<file path="src/hdl/hc_regs_pkg.sv">
package hc_regs_pkg;

    // ------------------------------------------------------------
    // Register map (byte addresses)
    // ------------------------------------------------------------
    localparam logic [11:0] ADDR_AREA_PENDING = 12'h0334;
    localparam logic [11:0] ADDR_DONE_TIMEOUT = 12'h0338;
    localparam logic [11:0] ADDR_READ_POINTER = 12'h033C;
    localparam logic [11:0] ADDR_IRQ_STATUS = 12'h0340;
    localparam logic [11:0] ADDR_IRQ_MASK = 12'h0344;
    localparam logic [11:0] ADDR_AREA_BUSY = 12'h0348;

    // ------------------------------------------------------------
    // Field positions and reset values
    // ------------------------------------------------------------
    localparam int BIT_ASYNC = 0;
    localparam int BIT_INTR = 1;
    localparam int BIT_ISO = 2;
    localparam int PENDING_W = 3;
    localparam int BANK_LSB = 16;
    localparam int BANK_W = 2;
    localparam int ADDR_W = 16;
    localparam int NUM_BANKS = 4;
    localparam logic [31:0] TIMEOUT_RESET = 32'h0000_0000;
    localparam logic [15:0] ADDR_RESET = 16'h0000;

    // Interrupt status bits
    localparam int IRQ_TIMEOUT = 0;
    localparam int IRQ_W = 1;

    // ------------------------------------------------------------
    // Timing
    // ------------------------------------------------------------
    localparam int CLK_HZ = 10_000_000;
    localparam int MS_PER_S = 1000;
    localparam int CYCLES_PER_MS = CLK_HZ / MS_PER_S;

    // ------------------------------------------------------------
    // Types
    // ------------------------------------------------------------
    typedef enum logic [1:0] {
        AREA_ISO = 2'b00,
        AREA_INTR = 2'b01,
        AREA_ASYNC = 2'b10
    } area_e;

    typedef struct packed {
        logic [BANK_W-1:0] bank;
        logic [ADDR_W-1:0] addr;
    } mem_req_s;

endpackage

</file>
<file path="src/hdl/ms_tick.sv">
`timescale 1ns/1ps
// Divider giving a one-cycle enable once per millisecond
module ms_tick
    import hc_regs_pkg::*;
#(
    parameter int DIVIDE = CYCLES_PER_MS
) (
    input wire logic MCLK_I,
    input wire logic RESET_N_I,
    input wire logic clear_i,
    output logic tick_o
);
    logic [31:0] count;
    wire logic at_end = (count == 32'(DIVIDE - 1));

    always_ff @(posedge MCLK_I or negedge RESET_N_I) begin
        if (!RESET_N_I) begin
            count <= 32'h0000_0000;
        end else if (clear_i || at_end) begin
            count <= 32'h0000_0000;
        end else begin
            count <= count + 32'h0000_0001;
        end
    end

    assign tick_o = at_end && !clear_i;
endmodule // ms_tick

</file>
<file path="src/hdl/hc_buffer_status_mem_read_regs.sv">
// Register access over APB is this design's own decision.
`timescale 1ns/1ps
// Contract
// - Iso flag bit 2 gates iso area
// - Interrupt flag bit 1 gates interrupt area
// - Async flag bit 0 gates async area
// - 32-bit ms timeout raises interrupt
// - Timeout applies to async completions only
// - Bits 17:16 select one of four banks
// - Bits 15:0 give read start address
// - Write latches; each bank read increments
// - Walk only valid, unskipped descriptors
module hc_buffer_status_mem_read_regs
    import hc_regs_pkg::*;
#(
    parameter int MS_DIVIDE = CYCLES_PER_MS,
    parameter int DESC_IDX_W = 5
) (
    input wire logic MCLK_I,
    input wire logic RESET_N_I,
    // APB slave
    input wire logic PSEL_I,
    input wire logic PENABLE_I,
    input wire logic PWRITE_I,
    input wire logic [11:0] PADDR_I,
    input wire logic [31:0] PWDATA_I,
    output logic [31:0] PRDATA_O,
    output logic PREADY_O,
    output logic PSLVERR_O,
    // Schedule engine: descriptor walk
    input wire logic AREA_DONE_I,
    input wire logic DESC_VALID_I,
    input wire logic DESC_SKIP_I,
    input wire logic ASYNC_DESC_DONE_I,
    input wire logic INTR_DESC_DONE_I,
    input wire logic ISO_DESC_DONE_I,
    output logic WALK_ACTIVE_O,
    output logic [1:0] WALK_AREA_O,
    output logic [DESC_IDX_W-1:0] DESC_INDEX_O,
    output logic DESC_EXECUTE_O,
    // Memory port: PIO read strobe
    input wire logic PIO_READ_I,
    input wire logic [1:0] PIO_READ_BANK_I,
    output logic [1:0] MEM_BANK_O,
    output logic [15:0] MEM_ADDR_O,
    output logic IRQ_O
);
    // ------------------------------------------------------------
    // Bus decode
    // ------------------------------------------------------------
    wire logic wr = PSEL_I && PENABLE_I && PWRITE_I;
    wire logic rd_setup = PSEL_I && !PENABLE_I && !PWRITE_I;
    wire logic hit_pend = (PADDR_I == ADDR_AREA_PENDING);
    wire logic hit_tmo = (PADDR_I == ADDR_DONE_TIMEOUT);
    wire logic hit_ptr = (PADDR_I == ADDR_READ_POINTER);
    wire logic hit_sts = (PADDR_I == ADDR_IRQ_STATUS);
    wire logic hit_msk = (PADDR_I == ADDR_IRQ_MASK);
    wire logic hit_busy = (PADDR_I == ADDR_AREA_BUSY);
    wire logic mapped = hit_pend || hit_tmo || hit_ptr || hit_sts || hit_msk || hit_busy;
    wire logic wr_pend = wr && hit_pend;
    wire logic wr_tmo = wr && hit_tmo;
    wire logic wr_msk = wr && hit_msk;
    wire logic wr_sts = wr && hit_sts;

    // Every register answers in its first access cycle, so no wait states
    assign PREADY_O = 1'b1;
    // Unmapped offsets answer with an error and leave every register alone
    assign PSLVERR_O = PSEL_I && PENABLE_I && !mapped;

    // ------------------------------------------------------------
    // Registers
    // ------------------------------------------------------------
    logic [PENDING_W-1:0] area_pending;
    logic [31:0] async_done_timeout_ms;
    logic [BANK_W-1:0] sel_bank;
    logic [ADDR_W-1:0] bank_ptr [NUM_BANKS];
    logic [IRQ_W-1:0] irq_status;
    logic [IRQ_W-1:0] irq_mask;

    // Reserved bits are neither stored nor checked; they read as zero
    // reserved dropped
    always_ff @(posedge MCLK_I or negedge RESET_N_I) begin
        if (!RESET_N_I) begin
            area_pending <= '0;
        end else if (wr_pend) begin
            area_pending <= PWDATA_I[PENDING_W-1:0];
        end
    end

    always_ff @(posedge MCLK_I or negedge RESET_N_I) begin
        if (!RESET_N_I) begin
            async_done_timeout_ms <= TIMEOUT_RESET;
        end else if (wr_tmo) begin
            async_done_timeout_ms <= PWDATA_I;
        end
    end

    // Mask bits share the status layout
    always_ff @(posedge MCLK_I or negedge RESET_N_I) begin
        if (!RESET_N_I) begin
            irq_mask <= '0;
        end else if (wr_msk) begin
            irq_mask <= PWDATA_I[IRQ_W-1:0];
        end
    end

    // ------------------------------------------------------------
    // Bank read pointers
    // ------------------------------------------------------------
    // start address written
    wire logic ptr_wr = wr && hit_ptr;
    wire logic [BANK_W-1:0] wr_bank = PWDATA_I[BANK_LSB +: BANK_W];

    // A same-bank write wins over a read in one cycle
    // Pointers wrap from the top address to zero unflagged
    // one pointer per bank
    genvar b;
    generate
        for (b = 0; b < NUM_BANKS; b++) begin : g_bank
            wire logic load = ptr_wr && (wr_bank == BANK_W'(b));
            wire logic step = PIO_READ_I && (PIO_READ_BANK_I == BANK_W'(b));
            always_ff @(posedge MCLK_I or negedge RESET_N_I) begin
                if (!RESET_N_I) begin
                    bank_ptr[b] <= ADDR_RESET;
                end else if (load) begin
                    bank_ptr[b] <= PWDATA_I[ADDR_W-1:0];
                end else if (step) begin
                    bank_ptr[b] <= bank_ptr[b] + 16'h0001;
                end
            end
        end
    endgenerate

    always_ff @(posedge MCLK_I or negedge RESET_N_I) begin
        if (!RESET_N_I) begin
            sel_bank <= '0;
        end else if (ptr_wr) begin
            sel_bank <= wr_bank;
        end
    end

    // Idle cycles show the selected bank's pointer
    wire logic [BANK_W-1:0] show_bank = PIO_READ_I ? PIO_READ_BANK_I : sel_bank;
    wire logic [ADDR_W-1:0] show_addr = bank_ptr[show_bank];

    // address presented for the read under way
    always_ff @(posedge MCLK_I or negedge RESET_N_I) begin
        if (!RESET_N_I) begin
            MEM_BANK_O <= '0;
            MEM_ADDR_O <= ADDR_RESET;
        end else begin
            MEM_BANK_O <= show_bank;
            MEM_ADDR_O <= show_addr;
        end
    end

    // ------------------------------------------------------------
    // Descriptor area walk
    // ------------------------------------------------------------
    typedef enum logic [1:0] {
        ST_IDLE = 2'b00,
        ST_WALK = 2'b01
    } walk_e;

    walk_e state;
    walk_e next_state;
    area_e area;
    area_e next_area;
    logic [DESC_IDX_W-1:0] desc_index;

    function automatic logic area_on(input area_e a, input logic [PENDING_W-1:0] p);
        case (a)
            AREA_ISO: area_on = p[BIT_ISO];
            AREA_INTR: area_on = p[BIT_INTR];
            AREA_ASYNC: area_on = p[BIT_ASYNC];
            default: area_on = 1'b0;
        endcase
    endfunction

    function automatic area_e area_after(input area_e a);
        case (a)
            AREA_ISO: area_after = AREA_INTR;
            AREA_INTR: area_after = AREA_ASYNC;
            default: area_after = AREA_ISO;
        endcase
    endfunction

    wire logic cur_on = area_on(area, area_pending);
    wire logic last_desc = (desc_index == {DESC_IDX_W{1'b1}});
    // The index limit ends a walk whose engine never reports done
    // A cleared flag ends a walk at once, even in mid-area
    wire logic area_end = AREA_DONE_I || last_desc || !cur_on;

    always_comb begin
        next_state = state;
        next_area = area;
        case (state)
            ST_IDLE: begin
                if (cur_on) begin
                    next_state = ST_WALK;
                end else begin
                    next_area = area_after(area);
                end
            end
            ST_WALK: begin
                if (area_end) begin
                    next_state = ST_IDLE;
                    next_area = area_after(area);
                end
            end
            default: next_state = ST_IDLE;
        endcase
    end

    always_ff @(posedge MCLK_I or negedge RESET_N_I) begin
        if (!RESET_N_I) begin
            state <= ST_IDLE;
            area <= AREA_ISO;
            desc_index <= '0;
        end else begin
            state <= next_state;
            area <= next_area;
            if (state != ST_WALK || area_end) begin
                desc_index <= '0;
            end else begin
                desc_index <= desc_index + 1'b1;
            end
        end
    end

    assign WALK_ACTIVE_O = (state == ST_WALK);
    assign WALK_AREA_O = area;
    assign DESC_INDEX_O = desc_index;
    assign DESC_EXECUTE_O = (state == ST_WALK) && cur_on && DESC_VALID_I && !DESC_SKIP_I;

    // ------------------------------------------------------------
    // Async completion timeout
    // ------------------------------------------------------------
    logic ms_tick_en;
    logic [31:0] ms_count;
    logic tmo_armed;

    // Interrupt and iso completions are left out on purpose
    // async only
    wire logic async_done = ASYNC_DESC_DONE_I;
    wire logic tmo_zero = (async_done_timeout_ms == TIMEOUT_RESET);
    // One-shot: a completion while armed does not restart the count
    // A zero time-out never arms; zero written while armed fires at the next tick
    wire logic tmo_arm = async_done && !tmo_armed && !tmo_zero;
    // Restarting the divider on arming makes the first millisecond whole
    wire logic ms_restart = async_done && !tmo_armed;
    wire logic tmo_fire = tmo_armed && ms_tick_en &&
                          (ms_count + 32'h0000_0001 >= async_done_timeout_ms);

    ms_tick #(
        .DIVIDE(MS_DIVIDE)
    ) u_ms_tick (
        .MCLK_I(MCLK_I),
        .RESET_N_I(RESET_N_I),
        .clear_i(ms_restart),
        .tick_o(ms_tick_en)
    );

    // count ms after an async completion
    always_ff @(posedge MCLK_I or negedge RESET_N_I) begin
        if (!RESET_N_I) begin
            tmo_armed <= 1'b0;
            ms_count <= 32'h0000_0000;
        end else if (tmo_fire) begin
            tmo_armed <= 1'b0;
            ms_count <= 32'h0000_0000;
        end else if (tmo_arm) begin
            tmo_armed <= 1'b1;
            ms_count <= 32'h0000_0000;
        end else if (tmo_armed && ms_tick_en) begin
            ms_count <= ms_count + 32'h0000_0001;
        end
    end

    // ------------------------------------------------------------
    // Interrupts
    // ------------------------------------------------------------
    // Set wins over a write-one clear in the same cycle
    wire logic [IRQ_W-1:0] irq_set = IRQ_W'(tmo_fire) << IRQ_TIMEOUT;
    wire logic [IRQ_W-1:0] irq_clr = wr_sts ? PWDATA_I[IRQ_W-1:0] : '0;
    wire logic [IRQ_W-1:0] next_irq_status = (irq_status & ~irq_clr) | irq_set;

    always_ff @(posedge MCLK_I or negedge RESET_N_I) begin
        if (!RESET_N_I) begin
            irq_status <= '0;
        end else begin
            irq_status <= next_irq_status;
        end
    end

    assign IRQ_O = |(irq_status & irq_mask);

    // ------------------------------------------------------------
    // Read data
    // ------------------------------------------------------------
    logic [31:0] rd_value;

    always_comb begin
        rd_value = 32'h0000_0000;
        if (hit_pend) begin
            rd_value = {29'h0, area_pending};
        end else if (hit_tmo) begin
            rd_value = async_done_timeout_ms;
        end else if (hit_ptr) begin
            rd_value = {14'h0, sel_bank, bank_ptr[sel_bank]};
        end else if (hit_sts) begin
            rd_value = {31'h0, irq_status};
        end else if (hit_msk) begin
            rd_value = {31'h0, irq_mask};
        end else if (hit_busy) begin
            // Walk status: bit 2 busy, bits 1:0 area under way
            rd_value = {29'h0, WALK_ACTIVE_O, area};
        end
    end

    // Captured in the setup cycle; holds until the next read
    always_ff @(posedge MCLK_I or negedge RESET_N_I) begin
        if (!RESET_N_I) begin
            PRDATA_O <= 32'h0000_0000;
        end else if (rd_setup) begin
            PRDATA_O <= rd_value;
        end
    end

    // Unused completion inputs kept for the engine's port set
    wire logic unused_done = INTR_DESC_DONE_I ^ ISO_DESC_DONE_I;
endmodule // hc_buffer_status_mem_read_regs

</file>
<file path="config.mk">
export PLATFORM = sky130hd
export DESIGN_NAME = hc_buffer_status_mem_read_regs
export DESIGN_NICKNAME = d
export VERILOG_FILES = /design/src/hdl/hc_regs_pkg.sv /design/src/hdl/ms_tick.sv /design/src/hdl/hc_buffer_status_mem_read_regs.sv
export SDC_FILE = /design/constraint.sdc
export NUM_CORES = 1
export LEC_CHECK = 0
export ABC_AREA = 1
export ABC_CLOCK_PERIOD_IN_PS = 2750
export BUFFER_PORTS_ARGS = -buffer_cell sky130_fd_sc_hd__buf_2
export CAP_MARGIN = 30
export CORE_ASPECT_RATIO = 1.1
export CORE_MARGIN = 2
export CORE_UTILIZATION = 45
export DETAILED_ROUTE_END_ITERATION = 16
export PLACE_DENSITY = 0.68
export RECOVER_POWER = 50
export SYNTH_ARGS = -nofsm -noshare
export SYNTH_HDL_FRONTEND = slang
export SYNTH_SLANG_ARGS = --single-unit
export TNS_END_PERCENT = 10
</file>
<file path="constraint.sdc">
create_clock -name MCLK_I -period 2.75 [get_ports MCLK_I]
set_input_delay 0.55 -clock MCLK_I [delete_from_list [all_inputs] [get_ports MCLK_I]]
set_output_delay 0.55 -clock MCLK_I [all_outputs]
set_load 0.01 [all_outputs]
</file>
==> results.json, run 1 <==
{
  "status": "finished, violations left",
  "violations": "max-capacitance violations, max-slew violations, negative setup slack",
  "fill_cells": 2891,
  "cp-end-kind": "flop",
  "final_common_cell": "nand2_1",
  "post-route-util": 0.556,
  "async_reset_ff_frac": 1.00,
  "finalCriticalPeriod_ns": 2.94,
  "final.period_utilization": 1.07,
  "routedWlPerCell_um": 17.9,
  "holdPathEnd": "async_done_timeout_ms[22]",
  "fmax_mhz": 341,
  "antenna_found_initial": 3,
  "drive_above_1_share": 0.180,
  "vdd_ir_drop_max_v": 0.000508,
  "hold_viol_final": 0,
  "yosysWarnings": 0,
  "drt_iter0_drc": 1048,
  "vias": 13700,
  "synthFlopType": "dfrtp_1",
  "dp_hpwl_mm": 33.2,
  "clk_pin_slew_worst_paths_ns": 0.06,
  "syn_area_um2": 13800,
  "fin_nets": 2187,
  "synth_compound_area_frac": 0.118,
  "rows": 67,
  "postSynthCellCount": 1880,
  "port_buffers": 116,
  "globalRouteOverflowTotal": 0,
  "setup_slack_ns": -0.185,
  "maxCapViolCount": 2,
  "synth_xor_area_frac": 0.0573,
  "worst_slew_pin_slew_ns": 2.29,
  "seq_area_um2": 5660,
  "drv_slew": 126,
  "fin_area_um2": 16800,
  "clockBufferDepth": 3,
  "multi_input_area_um2": 7290,
  "reg2reg_setup_slack_ns": -0.19,
  "cp.arrival_ns": 3.41,
  "place.gp.congestion": 0.990,
  "r2r_cells": 19,
  "htree_levels": 1,
  "synth_seq_area_share": 0.411,
  "synth-edff-count": 0,
  "fp.dieArea_um2": 32000,
  "final_cell_mix": "nand2_1 (415), nor2_1 (235), dfrtp_1 (224)",
  "critPathMaxFanout": 8,
  "grt_pass1_vias": 13200,
  "regToRegEndpoint": "ms_count[1]",
  "setup_tns_ns": -5.24,
  "cts_hold_buf": 0,
  "hold_path_class": "input pin to flop",
  "start_util": 0.454,
  "grt_max_degree": 84,
  "cts_sinks": 226,
  "ys_types": 44,
  "core_area_um2": 30300,
  "synthSimpleGateAreaFrac": 0.292,
  "hold_depth": 3,
  "p_leak_nw": 8.51,
  "num_io_pins": 120,
  "crit_start": "ms_count[8]",
  "synth_top_family_by_area": "simple AND/OR/NAND/NOR gates",
  "first_pass_iters": 6,
  "die_y_um": 187,
  "synthAdderAreaFrac": 0.0364,
  "drc": 0,
  "antenna_left": 0,
  "syn_nets": 1978,
  "place_inst": 2467,
  "startpoint_type": "flop",
  "viasPerCell": 5.44,
  "slew_headroom": -0.526,
  "criticalPathCategory": "flop to flop",
  "grt_usage": 0.280,
  "worstHoldStart": "PWDATA_I[22]",
  "place_area_um2": 15500,
  "clock_skew_ns": 0.0207,
  "fin_cells": 2523,
  "power.density_nw_per_um2": 652,
  "clock_latency_ns": 0.54,
  "hold_slack_ns": 0.257,
  "synth.avg_cell_area_um2": 7.32,
  "setup_violations": 34,
  "dieWidth_um": 171,
  "cts_buffers": 26,
  "required_ns": 3.22,
  "tritoncts": "built",
  "grt_pass1_wl_mm": 70.8,
  "synth-seq-cells": 226,
  "area_growth_pct": 22.4,
  "clockRootBuffer": "clkbuf_16",
  "r2r-start": "ms_count[8]",
  "rsz0062_at_grt": "true",
  "drt-total-wl_mm": 45.1,
  "muxShareOfSynthArea": 0
}
-- how the worst max path moves through the flow --
| stage | endpoint | slack (ns) | cells after the start |
|---|---|---|---|
| global placement | ms_count[8] | -0.27 | 19 |
| floorplan | ms_count[17] | 0.08 | 19 |
| CTS | ms_count[24] | -0.04 | 21 |
| finish | ms_count[1] | -0.19 | 19 |
| global route | ms_count[1] | -0.37 | 20 |
| detailed placement | ms_count[24] | -0.29 | 19 |
-- critical path, cell delays in order, from the launching register on --
cell       delay [ns]
dfrtp_1          0.40
nand2_1          0.11
nor2_1           0.16
nand2_1          0.14
buf_4            0.17
nor3_4           0.15
buf_4            0.15
xor2_2           0.19
inv_1            0.07
ha_1             0.28
nand2_1          0.12
nor2_1           0.06
a21oi_1          0.17
nand2_2          0.08
nand2_2          0.06
nand3_2          0.09
nand2_4          0.14
clkbuf_16        0.20
nand3_2          0.06
nand2_1          0.07
-- metrics by stage --
stage	power (mW)	setup WS [ns]
2_1_floorplan	5.79	0.0832
3_3_place_gp	6.89	-0.266
3_5_place_dp	6.98	-0.288
4_1_cts	10.9	-0.0400
5_1_grt	11.6	-0.374
6_report	11.0	-0.185
-- metal layers --
| layer | wire length, um | track usage | part of all wire |
|---|---|---|---|
| met5 | 25 | 0 | 0.00055 |
| met4 | 2300 | 0.125 | 0.051 |
| met3 | 2820 | 0.0381 | 0.062 |
| met2 | 21500 | 0.473 | 0.48 |
| met1 | 18500 | 0.356 | 0.41 |
-- logic make-up after synthesis --
group | count (synthesis)
flip-flops | 226
buffers and inverters | 295
XOR/XNOR | 90
AND/OR/NAND/NOR | 934
other | 1
AO/OA/AOI/OAI | 294
adder cells (fa/ha/maj) | 40
-- power breakdown --
part / internal, mW / switching [mW] / total [mW]
Clock: 2.39 / 1.42 / 3.81
Sequential: 3.76 / 0.511 / 4.27
Combinational: 1.19 / 1.70 / 2.89
Total: 7.34 / 3.63 / 11.0
-- synth_stat cells (2+ instances only) --
cell type | number | share of area
o21ai_1 | 2 | 0.00073
a211oi_1 | 2 | 0.0011
nor3_2 | 2 | 0.0015
a2bb2oi_1 | 2 | 0.0013
o221ai_1 | 14 | 0.0089
nand3_1 | 119 | 0.043
o21bai_1 | 2 | 0.0011
nor2_1 | 248 | 0.068
o211ai_1 | 19 | 0.010
a21oi_1 | 114 | 0.041
o22ai_1 | 7 | 0.0032
xor2_1 | 68 | 0.043
dfrtp_1 | 226 | 0.41
ha_1 | 40 | 0.036
or2_2 | 3 | 0.0014
buf_2 | 19 | 0.0069
buf_6 | 4 | 0.0033
nand3b_1 | 5 | 0.0027
clkinv_1 | 2 | 0.00055
clkbuf_1 | 34 | 0.0093
xnor2_1 | 22 | 0.014
nor2_2 | 4 | 0.0018
nor3_1 | 54 | 0.020
nand2_2 | 6 | 0.0027
nor4_1 | 11 | 0.0050
o21a_1 | 4 | 0.0022
nor3b_1 | 6 | 0.0033
a21o_1 | 3 | 0.0016
inv_2 | 9 | 0.0025
inv_1 | 226 | 0.062
nand2_1 | 425 | 0.12
nand4_1 | 40 | 0.018
o21ai_0 | 122 | 0.044
nor2_4 | 5 | 0.0041
nand3_2 | 2 | 0.0015
-- sequential cells by signal, indices dropped and copies added (netlist names), 3 cells and up --
register and flops:
MEM_ADDR_O 16, u_ms_tick.count 32, async_done_timeout_ms 32, DESC_INDEX_O 5, area_pending 3, ms_count 32
bank_ptr 64, PRDATA_O 32
-- what timing repair did --
| item | CTS | global route |
|---|---|---|
| pin swaps | 2 | 21 |
| setup buffers | 1 | 4 |
| setup endpoints to repair | 34 | 34 |
| resized for setup | 34 | 49 |
| cloned | 0 | 3 |
-- final cells by class --
| cell class | count | share of cell area |
|---|---|---|
| antenna | 1 | 0.000149 |
| sequential | 226 | 0.336 |
| clock inverter | 9 | 0.0103 |
| tap | 414 | 0.0308 |
| inverter | 237 | 0.0529 |
| multi-input combinational | 1359 | 0.433 |
| timing repair buffer | 239 | 0.0911 |
| clock buffer | 38 | 0.0456 |
No activity file was read; power rests on OpenSTA's default activity.
==> run 2: changes to the inputs <==
==> constraint.sdc (replaced) <==
create_clock -name MCLK_I -period 2.75 [get_ports MCLK_I]
set_input_delay 0.275 -clock MCLK_I [delete_from_list [all_inputs] [get_ports MCLK_I]]
set_output_delay 0.275 -clock MCLK_I [all_outputs]
set_load 0.01 [all_outputs]
==> results.json, run 2 (same netlist as run 1, synthesis figures left out) <==
{
  "status": "finished, violations left",
  "violations": "max-capacitance violations, max-slew violations, negative setup slack",
  "setup_violations": 34,
  "cp-end-kind": "flop",
  "met3_usage": 0.0444,
  "criticalPathCategory": "flop to flop",
  "hold_viol_final": 0,
  "place_area_um2": 15400,
  "clockBufferDepth": 3,
  "setup_slack_ns": -0.184,
  "dieWidth_um": 171,
  "finalCriticalPeriod_ns": 2.93,
  "final.period_utilization": 1.07,
  "grt_busiest_layer": "met2",
  "final_common_cell": "nand2_1",
  "grt_pass1_vias": 13200,
  "antenna_found_initial": 1,
  "holdPathEnd": "bank_ptr[18]",
  "clockRootBuffer": "clkbuf_16",
  "slowest_stage": "dfrtp_1",
  "top_register": "bank_ptr",
  "start_util": 0.454,
  "cp_common_cell": "nand3_2",
  "maxCapViolCount": 1,
  "drc": 0,
  "area_growth_pct": 22.9,
  "timing.critical_path.slowest_cell_delay_ns": 0.36,
  "p_leak_nw": 8.45,
  "vias": 13500,
  "antenna_cells": 0,
  "r2r-start": "ms_count[0]",
  "clock_skew_ns": 0.0209,
  "clk_pin_slew_worst_paths_ns": 0.06,
  "grt_max_degree": 75,
  "globalRouteOverflowTotal": 0,
  "rsz0062_at_grt": "true",
  "final_cell_mix": "nand2_1 (410), nor2_1 (232), dfrtp_1 (225)",
  "worstHoldStart": "PWDATA_I[2]",
  "startpoint_type": "flop",
  "fin_nets": 2192,
  "rows": 67,
  "required_ns": 3.20,
  "vdd_ir_drop_max_v": 0.000491,
  "antenna_left": 0,
  "cp_top_family": "simple AND/OR/NAND/NOR gates",
  "grt_use_met1": 0.352,
  "htree_levels": 1,
  "fill_cells": 2838,
  "viasPerCell": 5.35,
  "fmax_mhz": 341,
  "worst-path-buf-inv": 3,
  "cts_buffers": 27,
  "met2_usage": 0.473,
  "hold_path_class": "input pin to flop",
  "power.density_nw_per_um2": 643,
  "port_buffers": 116,
  "routedWlPerCell_um": 18.1,
  "regToRegEndpoint": "ms_count[6]",
  "cp.arrival_ns": 3.39,
  "slew_headroom": -0.248,
  "fp.dieArea_um2": 32000,
  "worst_slew_pin_slew_ns": 1.87,
  "clock_latency_ns": 0.58,
  "first_pass_iters": 5,
  "die_y_um": 187,
  "core_area_um2": 30300,
  "crit_chain": "ha_2 -> nand2_2 -> nor2_4 -> buf_4 -> nand3_2 -> xor2_2 -> inv_1 -> ha_1 -> nand2_1 -> nor2_2 -> nand4_1 -> nor2_2 -> nand4_1 -> nand3_2 -> nand2_4 -> clkbuf_16 -> nand3_2 -> nand2_1",
  "critPathMaxFanout": 8,
  "num_io_pins": 120,
  "cts_sinks": 226,
  "hold_depth": 3,
  "largest_reg_flops": 64,
  "reg2reg_setup_slack_ns": -0.18,
  "r2r_cells": 18,
  "setup_tns_ns": -5.24,
  "drt_iter0_drc": 1223,
  "drv_slew": 75,
  "tritoncts": "built",
  "drive_above_1_share": 0.178,
  "fin_area_um2": 16900,
  "drt-total-wl_mm": 45.8,
  "grt_pass1_wl_mm": 70.5,
  "place.gp.congestion": 0.927,
  "dp_hpwl_mm": 33.6,
  "grt_usage": 0.280
}
[run 2: cell count changes in the layout (fill, tap and decap cells not counted), moves of 5 or more]
cell           before  now
dlygate4sd3_1       0   18
buf_4             108   95
nand2_2            13   20
clkbuf_1           11    6
nand2_1           415  410
nand3_1            94   99
nand3_2            26   21
[run 2: worst max path at each step]
stage                start            to  cells past startpoint
2_1_floorplan  ms_count[0]  ms_count[17]                     19
3_3_place_gp   ms_count[7]  ms_count[30]                     18
3_5_place_dp   ms_count[0]   ms_count[9]                     19
4_1_cts        ms_count[0]   ms_count[9]                     19
5_1_grt        ms_count[1]  ms_count[28]                     21
6_report       ms_count[0]   ms_count[6]                     18
[run 2: final cells by class]
class                           count  area [um2]  area share
Multi-Input combinational cell   1359        7300       0.432
Inverter                          237         890      0.0526
Tap cell                          414         518      0.0306
Clock inverter                     14         153     0.00903
Clock buffer                       36         779      0.0461
Timing Repair Buffer              243        1610      0.0950
Sequential cell                   226        5660       0.335
[run 2: routing by layer]
layer  wire length, um  vias up  part of all wire
li1                  -     6540                 -
met3              2770      138             0.061
met4              2220        2             0.049
met5                13        -           0.00028
met1             18900     6421              0.41
met2             21900      441              0.48
[run 2: worst min-delay path, stage by stage]
cell and delay [ns]:
buf_2 0.13, nand2_1 0.06, o211ai_1 0.08
[run 2: repair_timing]
action / 4_1_cts / 5_1_grt
setup buffers: 0 / 6
setup endpoints to repair: 34 / 34
hold endpoints to repair: 87 / 0
hold buffers: 18 / 0
pin swaps: 0 / 25
gates cloned: 0 / 3
resized for setup: 13 / 69
[run 2: power breakdown]
part           switching [mW]  internal, mW
registers               0.494          3.76
clock network            1.54          2.19
logic                    1.70          1.17
[run 2: stage by stage]
| stage | utilization | instances | hold WS, ns | setup WS (ns) | total power, mW |
|---|---|---|---|---|---|
| floorplan | - | 1880 | -0.0206 | 0.0832 | 5.79 |
| global placement | 0.508 | 2452 | 0.289 | -0.143 | 6.86 |
| detailed placement | 0.508 | 2452 | 0.298 | -0.233 | 6.93 |
| CTS | 0.547 | 2520 | 0.00157 | -0.0993 | 10.7 |
| global route | 0.558 | 2529 | 0.0234 | -0.320 | 11.4 |
| finish | 0.558 | 2529 | 0.0139 | -0.184 | 10.9 |
==> run 3: changes to the inputs <==
- CORE_MARGIN: 2 -> 4
- CORE_UTILIZATION: 45 -> 35
- PLACE_DENSITY: 0.68 -> 0.56
==> results.json, run 3 (same netlist as run 1, synthesis figures left out) <==
{
  "globalRouteOverflowTotal": 0,
  "startpoint_type": "flop",
  "tritoncts": "built",
  "grt_pass1_vias": 13300,
  "drive_above_1_share": 0.190,
  "clockBufferDepth": 3,
  "drc": 0,
  "core_area_um2": 38500,
  "required_ns": 3.25,
  "hold_path_class": "input pin to flop",
  "grt_usage": 0.218,
  "criticalPathCategory": "flop to flop",
  "clock_skew_ns": 0.0222,
  "area_growth_pct": 25.7,
  "start_util": 0.357,
  "fmax_mhz": 352,
  "antenna_left": 0,
  "power.share.combinational": 0.271,
  "antenna_found_initial": 1,
  "grt_max_degree": 75,
  "drt_iter0_drc": 889,
  "clock_latency_ns": 0.57,
  "cp-end-kind": "flop",
  "final_common_cell": "nand2_1",
  "top_register": "bank_ptr",
  "p_int_mw": 7.47,
  "rows": 75,
  "fin_nets": 2209,
  "die_y_um": 216,
  "finalCriticalPeriod_ns": 2.84,
  "place_inst": 2551,
  "fp.dieArea_um2": 42500,
  "dp_slack_ns": -0.359,
  "clkPwrFrac": 0.349,
  "power.density_nw_per_um2": 649,
  "hold_viol_final": 0,
  "p_leak_nw": 8.61,
  "dieWidth_um": 197,
  "final.period_utilization": 1.03,
  "cts_buffers": 28,
  "htree_levels": 1,
  "slew_headroom": -0.374,
  "worst_slew_pin_slew_ns": 2.06,
  "p_sw_frac": 0.334,
  "vias": 13500,
  "port_buffers": 116,
  "final_cell_mix": "nand2_1 (402), dfrtp_1 (224), inv_1 (221), nor2_1 (221), o21ai_0 (121)",
  "largest_reg_flops": 64,
  "status": "finished, violations left",
  "maxCapViolCount": 1,
  "critPathMaxFanout": 8,
  "viasPerCell": 5.12,
  "power_frac_seq": 0.380,
  "drv_slew": 74,
  "clk_pin_slew_worst_paths_ns": 0.06,
  "grt_pass1_wl_mm": 74.5,
  "fin_cells": 2633,
  "drt-total-wl_mm": 47.4,
  "first_pass_iters": 5,
  "setup_slack_ns": -0.0947,
  "vdd_ir_drop_max_v": 0.000473,
  "cp.arrival_ns": 3.34,
  "rsz0062_at_grt": "true",
  "place.gp.congestion": 0.945,
  "post-route-util": 0.449,
  "p_switching_mw": 3.75,
  "setup_violations": 32,
  "cts_sinks": 226,
  "clockRootBuffer": "clkbuf_16",
  "dp_hpwl_mm": 35.3,
  "violations": "max-capacitance violations, max-slew violations, negative setup slack",
  "routedWlPerCell_um": 18.0,
  "num_io_pins": 120
}
run 3: cell count changes in the layout (fill, tap and decap cells not counted), moves of 4 or more:
cell / previous run / this run
nor2_2: 15 / 19
clkbuf_1: 6 / 12
xor2_2: 6 / 10
nand3_1: 99 / 111
buf_6: 1 / 5
buf_4: 95 / 108
nor2_1: 232 / 221
nand2_2: 20 / 26
clkbuf_8: 7 / 2
nor2_4: 10 / 17
nand3_2: 21 / 8
nand2_1: 410 / 402
run 3: critical path: stages, from the launching register on:
cell       delay [ns]
dfrtp_1          0.40
nand2_2          0.13
nor2_4           0.14
nand2_2          0.09
buf_4            0.13
nor2_1           0.10
nand2_1          0.10
xor2_2           0.24
inv_1            0.07
ha_1             0.29
nand2_1          0.06
inv_1            0.04
nand2_1          0.06
nand2_1          0.05
nand2_1          0.06
nand2_2          0.06
a21oi_2          0.14
nand3_2          0.10
nand2_4          0.17
clkbuf_16        0.19
nand3_1          0.08
nand2_1          0.09
run 3: what timing repair did:
| action | in CTS | in global routing |
|---|---|---|
| pin swaps | 17 | 36 |
| setup endpoints to repair | 34 | 34 |
| resized for setup | 41 | 72 |
| hold buffers | 17 | 0 |
| gates cloned | 1 | 2 |
| buffers inserted | 6 | 6 |
| hold endpoints to repair | 85 | 0 |
run 3: layout make-up:
cell class                 instances  area, um2
sequential                       226       5660
fill                            3873      21200
inverter                         237        890
tap                              500        626
clock inverter                    12        209
multi-input combinational       1359       7370
clock buffer                      38        758
antenna                            2       5.00
timing repair buffer             259       1780
run 3: through the flow:
step	hold WS, ns	cell area (um2)	setup TNS, ns	power [mW]
after floorplan	-0.0206	13800	0	5.79
after global placement	0.327	15600	-11.69	7.01
after detailed placement	0.324	15600	-11.65	7.06
after CTS	0.00820	17000	-0.796	11.2
after global routing	0.0375	17300	-20.73	11.9
final	0.0369	17300	-1.57	11.2
run 3: final timing paths:
path | from | endpoint | slack, ns | depth (start not counted)
max | ms_count[6] | ms_count[24] | -0.09 | 21
min | PWDATA_I[2] | bank_ptr[50] | 0.04 | 3
max reg2reg | ms_count[6] | ms_count[24] | -0.09 | 21
min reg2reg | PRDATA_O[26] | PRDATA_O[26] | 0.48 | 2
max in group asynchronous | RESET_N_I | u_ms_tick.count[17] | 0.27 | 3
min in group asynchronous | RESET_N_I | bank_ptr[44] | 0.83 | 2
run 3: power groups by stage:
stage,Sequential (mW),Combinational (mW),Clock [mW]
CTS,4.24,2.90,4.02
floorplan,4.19,1.60,0
finish,4.27,3.04,3.92
global placement,4.28,2.73,0
detailed placement,4.28,2.78,0
global route,4.33,3.40,4.16
run 3: metal layers:
layer / vias up / share of wire / track usage / wire, um
li1: 6564 / - / - / -
met1: 6392 / 0.43 / 0.291 / 20400
met2: 456 / 0.48 / 0.369 / 22700
met3: 70 / 0.064 / 0.0326 / 3020
met4: 0 / 0.026 / 0.0583 / 1220
met5: - / 0 / 0 / 0
